`config.mk`:
```
export PLATFORM = sky130hd
export DESIGN_NAME = mxaf_addr_filter
export DESIGN_NICKNAME = d
export VERILOG_FILES = /design/src/mxaf_addr_filter.v /design/src/mxaf_entry_match.v
export VERILOG_INCLUDE_DIRS = /design/src
export SDC_FILE = /design/constraint.sdc
export NUM_CORES = 1
export LEC_CHECK = 0
export ABC_AREA = 1
export BUFFER_PORTS_ARGS = -buffer_cell sky130_fd_sc_hd__buf_2
export CAP_MARGIN = 20
export CORE_ASPECT_RATIO = 1.75
export CORE_MARGIN = 1.5
export CORE_UTILIZATION = 52
export DETAILED_ROUTE_END_ITERATION = 8
export PLACE_DENSITY_LB_ADDON = 0.2
export SYNTH_ARGS = -nofsm -noshare
export SYNTH_HDL_FRONTEND = slang
export SYNTH_SLANG_ARGS = --single-unit
```
`constraint.sdc`:
```
create_clock -name hclk -period 1.46 [get_ports hclk]
set_input_delay 0.073 -clock hclk [delete_from_list [all_inputs] [get_ports hclk]]
set_output_delay 0.073 -clock hclk [all_outputs]
set_load 0.05 [all_outputs]
```
`src/mxaf_map.vh`:
```
// address map, field layout and reset values of the extra address filter
`ifndef MXAF_MAP_VH
`define MXAF_MAP_VH

// register byte offsets (low byte of haddr)
`define MXAF_OFS_E2_HIGH 8'h00
`define MXAF_OFS_E2_LOW 8'h04
`define MXAF_OFS_E3_HIGH 8'h08
`define MXAF_OFS_E3_LOW 8'h0C
`define MXAF_OFS_CTRL 8'h10
`define MXAF_OFS_STATUS 8'h14

// high register fields
`define MXAF_HI_ENABLE 31
`define MXAF_HI_SRC 30
`define MXAF_HI_MASK_MSB 29
`define MXAF_HI_MASK_LSB 24
`define MXAF_HI_ADDR_MSB 15

// control register fields
`define MXAF_CTRL_DSYNC 0
`define MXAF_CTRL_BIGEND 1

// status register fields
`define MXAF_STAT_HIT 0
`define MXAF_STAT_E2 1
`define MXAF_STAT_E3 2

// reset values
`define MXAF_RST_CTL 8'h00
`define MXAF_RST_HI 16'hFFFF
`define MXAF_RST_LO 32'hFFFFFFFF
`define MXAF_RST_CFG 2'h0

// ahb encodings
`define MXAF_HTRANS_NONSEQ 2'h2
`define MXAF_HTRANS_SEQ 2'h3
`define MXAF_HSIZE_BYTE 3'h0
`define MXAF_HSIZE_HALF 3'h1

`endif

```
`src/mxaf_addr_filter.v`:
```
// extra station address entries with ahb-lite registers and frame match
//
// Added by the designer: the placing of the registers and register access over AHB-Lite.
`timescale 1ns/1ns
`default_nettype none
`include "mxaf_map.vh"
module mxaf_addr_filter (
    input wire hclk,
    input wire hresetn,
    input wire hsel,
    input wire [31:0] haddr,
    input wire [1:0] htrans,
    input wire hwrite,
    input wire [2:0] hsize,
    input wire [31:0] hwdata,
    input wire hready,
    output reg [31:0] hrdata,
    output reg hreadyout,
    output reg hresp,
    input wire frame_valid,
    input wire [47:0] frame_dst,
    input wire [47:0] frame_src,
    output reg filter_hit_valid,
    output reg filter_hit,
    output reg [1:0] entry_hit
);
    // programmed entries (index 0 = third address, 1 = fourth)
    reg [7:0] ctl_q [0:1];
    reg [15:0] hi_q [0:1];
    reg [31:0] lo_q [0:1];
    // copies seen by the receive filter
    reg [7:0] act_ctl_q [0:1];
    reg [15:0] act_hi_q [0:1];
    reg [31:0] act_lo_q [0:1];
    reg [1:0] cfg_q;
    reg [1:0] sync_pend_q;
    // ahb data-phase state
    reg wr_pend_q;
    reg rd_pend_q;
    reg [7:0] wr_ofs_q;
    reg [3:0] wr_be_q;
    reg [7:0] rd_ofs_q;
    wire [1:0] raw_hit;
    wire take;
    wire [31:0] e2_high_new;
    wire [31:0] e3_high_new;
    integer k;

    // byte enables of a transfer from its size and low address
    function [3:0] lane_en;
        input [2:0] size;
        input [1:0] a;
        begin
            case (size)
                `MXAF_HSIZE_BYTE: lane_en = 4'h1 << a;
                `MXAF_HSIZE_HALF: lane_en = a[1] ? 4'hC : 4'h3;
                default: lane_en = 4'hF;
            endcase
        end
    endfunction

    // merge written lanes into an old word
    function [31:0] merge;
        input [31:0] old;
        input [31:0] nw;
        input [3:0] be;
        integer b;
        begin
            merge = old;
            for (b = 0; b < 4; b = b + 1) begin
                if (be[b]) begin
                    merge[b*8 +: 8] = nw[b*8 +: 8];
                end
            end
        end
    endfunction

    // pack entry control and upper address into the high word
    function [31:0] high_word;
        input [7:0] c;
        input [15:0] h;
        begin
            high_word = {c, 8'h00, h};
        end
    endfunction

    assign take = hsel & hready & (htrans == `MXAF_HTRANS_NONSEQ ||
        htrans == `MXAF_HTRANS_SEQ);

    // high words after merging the written lanes; 23:16 are dropped
    assign e2_high_new = merge(high_word(ctl_q[0], hi_q[0]), hwdata, wr_be_q);
    assign e3_high_new = merge(high_word(ctl_q[1], hi_q[1]), hwdata, wr_be_q);

    // ahb handshake: writes zero-wait, reads one wait state
    always @(posedge hclk or negedge hresetn) begin
        if (!hresetn) begin
            wr_pend_q <= 1'b0;
            rd_pend_q <= 1'b0;
            wr_ofs_q <= 8'h00;
            wr_be_q <= 4'h0;
            rd_ofs_q <= 8'h00;
            hreadyout <= 1'b1;
            hresp <= 1'b0;
            hrdata <= 32'h00000000;
        end else begin
            hresp <= 1'b0;
            wr_pend_q <= take & hwrite;
            rd_pend_q <= 1'b0;
            if (take) begin
                wr_ofs_q <= {haddr[7:2], 2'b00};
                wr_be_q <= lane_en(hsize, haddr[1:0]);
                rd_ofs_q <= {haddr[7:2], 2'b00};
            end
            if (take && !hwrite) begin
                rd_pend_q <= 1'b1;
                hreadyout <= 1'b0;
            end else begin
                hreadyout <= 1'b1;
            end
            // read data sampled after any earlier write has landed
            if (rd_pend_q) begin
                case (rd_ofs_q)
                    `MXAF_OFS_E2_HIGH: hrdata <= high_word(ctl_q[0], hi_q[0]);
                    `MXAF_OFS_E2_LOW: hrdata <= lo_q[0];
                    `MXAF_OFS_E3_HIGH: hrdata <= high_word(ctl_q[1], hi_q[1]);
                    `MXAF_OFS_E3_LOW: hrdata <= lo_q[1];
                    `MXAF_OFS_CTRL: hrdata <= {30'h00000000, cfg_q};
                    `MXAF_OFS_STATUS: hrdata <= {29'h00000000, entry_hit,
                        filter_hit};
                    default: hrdata <= 32'h00000000;
                endcase
            end
        end
    end

    // register writes in the data phase
    always @(posedge hclk or negedge hresetn) begin
        if (!hresetn) begin
            for (k = 0; k < 2; k = k + 1) begin
                ctl_q[k] <= `MXAF_RST_CTL;
                hi_q[k] <= `MXAF_RST_HI;
                lo_q[k] <= `MXAF_RST_LO;
            end
            cfg_q <= `MXAF_RST_CFG;
        end else if (wr_pend_q) begin
            case (wr_ofs_q)
                `MXAF_OFS_E2_HIGH: begin
                    ctl_q[0] <= e2_high_new[`MXAF_HI_ENABLE:`MXAF_HI_MASK_LSB];
                    hi_q[0] <= e2_high_new[`MXAF_HI_ADDR_MSB:0];
                end
                `MXAF_OFS_E2_LOW: lo_q[0] <= merge(lo_q[0], hwdata, wr_be_q);
                `MXAF_OFS_E3_HIGH: begin
                    ctl_q[1] <= e3_high_new[`MXAF_HI_ENABLE:`MXAF_HI_MASK_LSB];
                    hi_q[1] <= e3_high_new[`MXAF_HI_ADDR_MSB:0];
                end
                `MXAF_OFS_E3_LOW: lo_q[1] <= merge(lo_q[1], hwdata, wr_be_q);
                `MXAF_OFS_CTRL: begin
                    if (wr_be_q[0]) begin
                        cfg_q <= hwdata[1:0];
                    end
                end
                default: cfg_q <= cfg_q;
            endcase
        end
    end

    // flag a synced transfer on a write to the trigger lane
    always @(posedge hclk or negedge hresetn) begin
        if (!hresetn) begin
            sync_pend_q <= 2'b00;
        end else begin
            sync_pend_q <= 2'b00;
            if (wr_pend_q && (cfg_q[`MXAF_CTRL_BIGEND] ? wr_be_q[0] :
                wr_be_q[3])) begin
                if (wr_ofs_q == `MXAF_OFS_E2_LOW) begin
                    sync_pend_q[0] <= 1'b1;
                end
                if (wr_ofs_q == `MXAF_OFS_E3_LOW) begin
                    sync_pend_q[1] <= 1'b1;
                end
            end
        end
    end

    // copies used by the filter: follow live unless double-synced
    always @(posedge hclk or negedge hresetn) begin
        if (!hresetn) begin
            for (k = 0; k < 2; k = k + 1) begin
                act_ctl_q[k] <= `MXAF_RST_CTL;
                act_hi_q[k] <= `MXAF_RST_HI;
                act_lo_q[k] <= `MXAF_RST_LO;
            end
        end else begin
            for (k = 0; k < 2; k = k + 1) begin
                if (!cfg_q[`MXAF_CTRL_DSYNC] || sync_pend_q[k]) begin
                    act_ctl_q[k] <= ctl_q[k];
                    act_hi_q[k] <= hi_q[k];
                    act_lo_q[k] <= lo_q[k];
                end
            end
        end
    end

    // per-entry comparators
    mxaf_entry_match u_match2 (
        .enable(act_ctl_q[0][`MXAF_HI_ENABLE - 24]),
        .use_src(act_ctl_q[0][`MXAF_HI_SRC - 24]),
        .mask(act_ctl_q[0][5:0]),
        .addr({act_hi_q[0], act_lo_q[0]}),
        .frame_dst(frame_dst),
        .frame_src(frame_src),
        .hit(raw_hit[0])
    );

    mxaf_entry_match u_match3 (
        .enable(act_ctl_q[1][`MXAF_HI_ENABLE - 24]),
        .use_src(act_ctl_q[1][`MXAF_HI_SRC - 24]),
        .mask(act_ctl_q[1][5:0]),
        .addr({act_hi_q[1], act_lo_q[1]}),
        .frame_dst(frame_dst),
        .frame_src(frame_src),
        .hit(raw_hit[1])
    );

    // registered verdict for each received frame
    always @(posedge hclk or negedge hresetn) begin
        if (!hresetn) begin
            filter_hit_valid <= 1'b0;
            filter_hit <= 1'b0;
            entry_hit <= 2'b00;
        end else begin
            filter_hit_valid <= frame_valid;
            if (frame_valid) begin
                entry_hit <= raw_hit;
                filter_hit <= |raw_hit;
            end
        end
    end
endmodule // mxaf_addr_filter
`default_nettype wire

```
`src/mxaf_entry_match.v`:
```
// one extra perfect-filter entry compared against a received frame
`timescale 1ns/1ns
`default_nettype none
module mxaf_entry_match (
    input wire enable,
    input wire use_src,
    input wire [5:0] mask,
    input wire [47:0] addr,
    input wire [47:0] frame_dst,
    input wire [47:0] frame_src,
    output reg hit
);
    reg [47:0] field;
    reg all_eq;
    integer i;

    // unmasked bytes must all agree; mask bit i covers addr byte i
    always @* begin
        field = use_src ? frame_src : frame_dst;
        all_eq = 1'b1;
        for (i = 0; i < 6; i = i + 1) begin
            if (!mask[i] && (field[i*8 +: 8] != addr[i*8 +: 8])) begin
                all_eq = 1'b0;
            end
        end
        hit = enable & all_eq;
    end
endmodule // mxaf_entry_match
`default_nettype wire

```
==> key figures <==
Status
  – Status: finished, violations left
  – Failing checks: negative setup slack

GRT
  – Met2 Usage GRT: 62.68%
  – GRT Util Overall: between 30% and 40%
  – Overflow after GRT: 0
  – First-pass GRT wire length: about 80000 um
  – Number of global-route vias before repair: ~15000
  – Maximum number of pins on one net before global-route repair: 69
  – Antenna violations before repair: 3
  – Top Usage Layer GRT: met2
  – M3 GR Usage: about 5.9%
  – M1 GR Usage: 43.94%

Logic synthesis
  – Synth Instances: ~1900
  – Synth cell count leaders: nand2_1, o21ai_0, inv_1
  – Ys flop type: dfstp_2
  – Post-synth top area share: 35.78%
  – EDFF count, synth: 0
  – Syn Nets: 2053
  – FFs w/ async S/R, synth: 100.0%
  – YS warnings: 0
  – Seq cells post-synth: ~280
  – Mapped Area: approximately 14000 um2
  – Syn Area/Cell: between 7 and 8 um2
  – Sequential-to-total area share from yosys stat: slightly above 50%
  – Biggest area consumer among synthesized cells: dfstp_2
  – Synth cell types: 32
  – Synth top area cells: dfstp_2, nand2_1, dfrtp_1, o21ai_0, inv_1
  – Top-count cell post-synth: nand2_1

Setup path
  – Worst-path fanout max: 16
  – RR Startpoint: act_ctl_q[14]
  – CP peak stage delay: about 0.46 ns
  – Arr. time, crit path: around 2.5 ns
  – CP max-delay cell: dfrtp_2
  – Worst Setup SP: act_ctl_q[14]
  – Crit path launch type: flop
  – WP data required: about 2 ns
  – Kind of critical path: flop to flop
  – CP Cell Sequence: clkinv_4 > buf_12 > nand2_1 > nand2_1 > nand2_1 > a21oi_2 > nand2_1 > nor2_1 > buf_4 > nor2_1 > nor2_1 > nand2_1 > o21ai_1
  – Crit path top cell by count: nand2_1
  – Critical Path End Type: flop

STA
  – Final worst-path cycle share: 139.0%
  – Worst hold margin: 0.009283 ns
  – Fmax: roughly 500 MHz
  – Worst setup margin: -0.5690 ns
  – Worst Skew: 0.01301 ns
  – Post-layout min period: approximately 2.0 ns
  – Final hold violation count: 0
  – RSZ-0062 raised after global routing: yes
  – Final Slew Violations: 0
  – Final number of setup-violating endpoints: 150

Drt
  – DRT Wirelength: ~58000 um
  – Router iterations before antenna repair: 6
  – Drt first-iter violations: ~1600
  – Vias per cell: roughly 6
  – Drt drc: 0
  – DRT antenna net count: 0
  – DR WL/cell: 22.51 um
  – Routed via count: between 15000 and 20000

Worst hold path
  – Worst Hold Class: input pin to async pin

CTS
  – Sink Count: 277
  – CTS tree: yes
  – Worst-path clk slew: 0.08 ns
  – H-tree level count: 1
  – Clk_lat worst skew: around 0.56 ns
  – Total CTS buffers: 26
  – Longest Clk Path Bufs: 3
  – Root buffer cell: clkbuf_16

Floorplanning
  – Initial Util: between 50% and 60%
  – Total core area: 26690 um2
  – Chip width: 127.8 um
  – Die Height: between 200 and 250 um
  – I/O pin total: ~210
  – Row count: 79
  – Die Area: approximately 28000 um2

Run
  – Max-cap violations: 0

Placed design
  – Port buffer count: 182
  – Routability cong.: 0.9104
  – Placed cell count: ~2400
  – DP HPWL: just over 30000 um
  – Placed cell area: 16200 um2

Final layout
  – Layout cells sized above 1: between 40% and 50%
  – Final non-filler cell total: approximately 2600
  – Final Net Count: 2401
  – Area grow syn2layout: 48.12%
  – Post-layout util: 78.67%
  – Design area: between 20000 and 25000 um2

Pwr
  – Leakage: about 0.010 uW
  – VDD IR-drop max: about 0.0013 V
  – Power Density: approximately 1500 nW/um2
==> layout by cell type, fill, tap and decap left out, types with 28 or more instances in the layout <==
cell type,netlist,final
buf_4,6,71
o21ai_2,0,88
inv_1,207,203
dfstp_2,193,193
a22oi_2,0,32
o21ai_0,255,106
buf_2,32,181
dlygate4sd3_1,0,48
nand2_2,0,53
buf_12,0,54
dfrtp_1,84,81
nor2_1,46,36
o21ai_1,1,42
nand2_4,0,91
nand2_1,783,626
nand3_1,104,100
clkbuf_16,0,28
==> kinds of logic after synthesis <==
| family | after synthesis | share of synthesized area, % |
|---|---|---|
| DFF | 277 | 50.60 |
| buffers and inverters | 292 | 8.333 |
| AOI/OAI and AO/OA | 363 | 14.33 |
| muxes | 7 | 0.5561 |
| and+or+nand+nor | 942 | 26.15 |
| other | 1 | 0.02646 |
==> state kept, by name, summed over array words and instances, names as in the netlist <==
signal	cells
act_lo_q	64
lo_q	64
act_hi_q	32
hi_q	32
hrdata	32
act_ctl_q	16
ctl_q	16
rd_ofs_q	6
wr_be_q	4
cfg_q	2
entry_hit	2
sync_pend_q	2
filter_hit	1
filter_hit_valid	1
hreadyout	1
rd_pend_q	1
wr_pend_q	1
==> metrics by stage <==
stage / total power [uW] / setup WS, ns / setup TNS, ns
6_report: 32350 / -0.5690 / -36.19
5_1_grt: 34080 / -0.5751 / -38.81
4_1_cts: 30690 / -0.3825 / -22.49
3_5_place_dp: 22430 / -0.4600 / -14.96
3_3_place_gp: 22030 / -0.4066 / -11.03
2_1_floorplan: 19010 / -0.05911 / -1.544
==> layout make-up <==
type | count | area, um2
antenna | 2 | 5.005
inverter | 212 | 829.5
tap | 324 | 405.4
timing repair buffer | 395 | 3694
clock inverter | 11 | 111.4
multi-input combinational | 1318 | 8001
fill | 1581 | 5692
clock buffer | 37 | 773.2
sequential | 277 | 7177
==> worst max-delay path: cells and delay by family, from the launching register on <==
kind	cells	cell delay (ns)
AO/OA/AOI/OAI	2	0.29
flip-flops	1	0.46
buffers and inverters	3	0.41
AND/OR/NAND/NOR	8	0.79
==> where the power goes <==
| group | switching [uW] | internal, uW | total [uW] |
|---|---|---|---|
| Combinational | 7470 | 5070 | 12500 |
| Sequential | 1610 | 10900 | 12500 |
| Clock | 3250 | 4050 | 7290 |
| Total | 12300 | 20000 | 32400 |
==> path summary, 6_finish.rpt <==
path,to,slack [ns],cells after the start
max in group asynchronous,hi_q[12],0.74,3
hold / removal,hrdata[1],0.009,2
setup reg to reg,entry_hit[0],-0.57,13
hold reg to reg,hrdata[16],0.48,2
setup / recovery,entry_hit[0],-0.57,13
min in group hclk,rd_ofs_q[2],0.08,3
==> what timing repair did <==
item	in CTS	in global routing
gates cloned	27	2
hold endpoints to repair	265	0
setup endpoints to repair	145	156
pin swaps	52	58
hold buffers	48	0
buffers inserted	27	16
gates resized for setup	470	284
==> layer usage <==
metal | vias up | wire length (um) | part of all wire [%]
met4 | 0 | 5140 | 8.9
li1 | 6724 | - | -
met5 | - | 0 | 0
met2 | 1049 | 27800 | 48
met3 | 370 | 5214 | 9.0
met1 | 7339 | 19820 | 34
No activity file was read; power rests on OpenSTA's default activity.
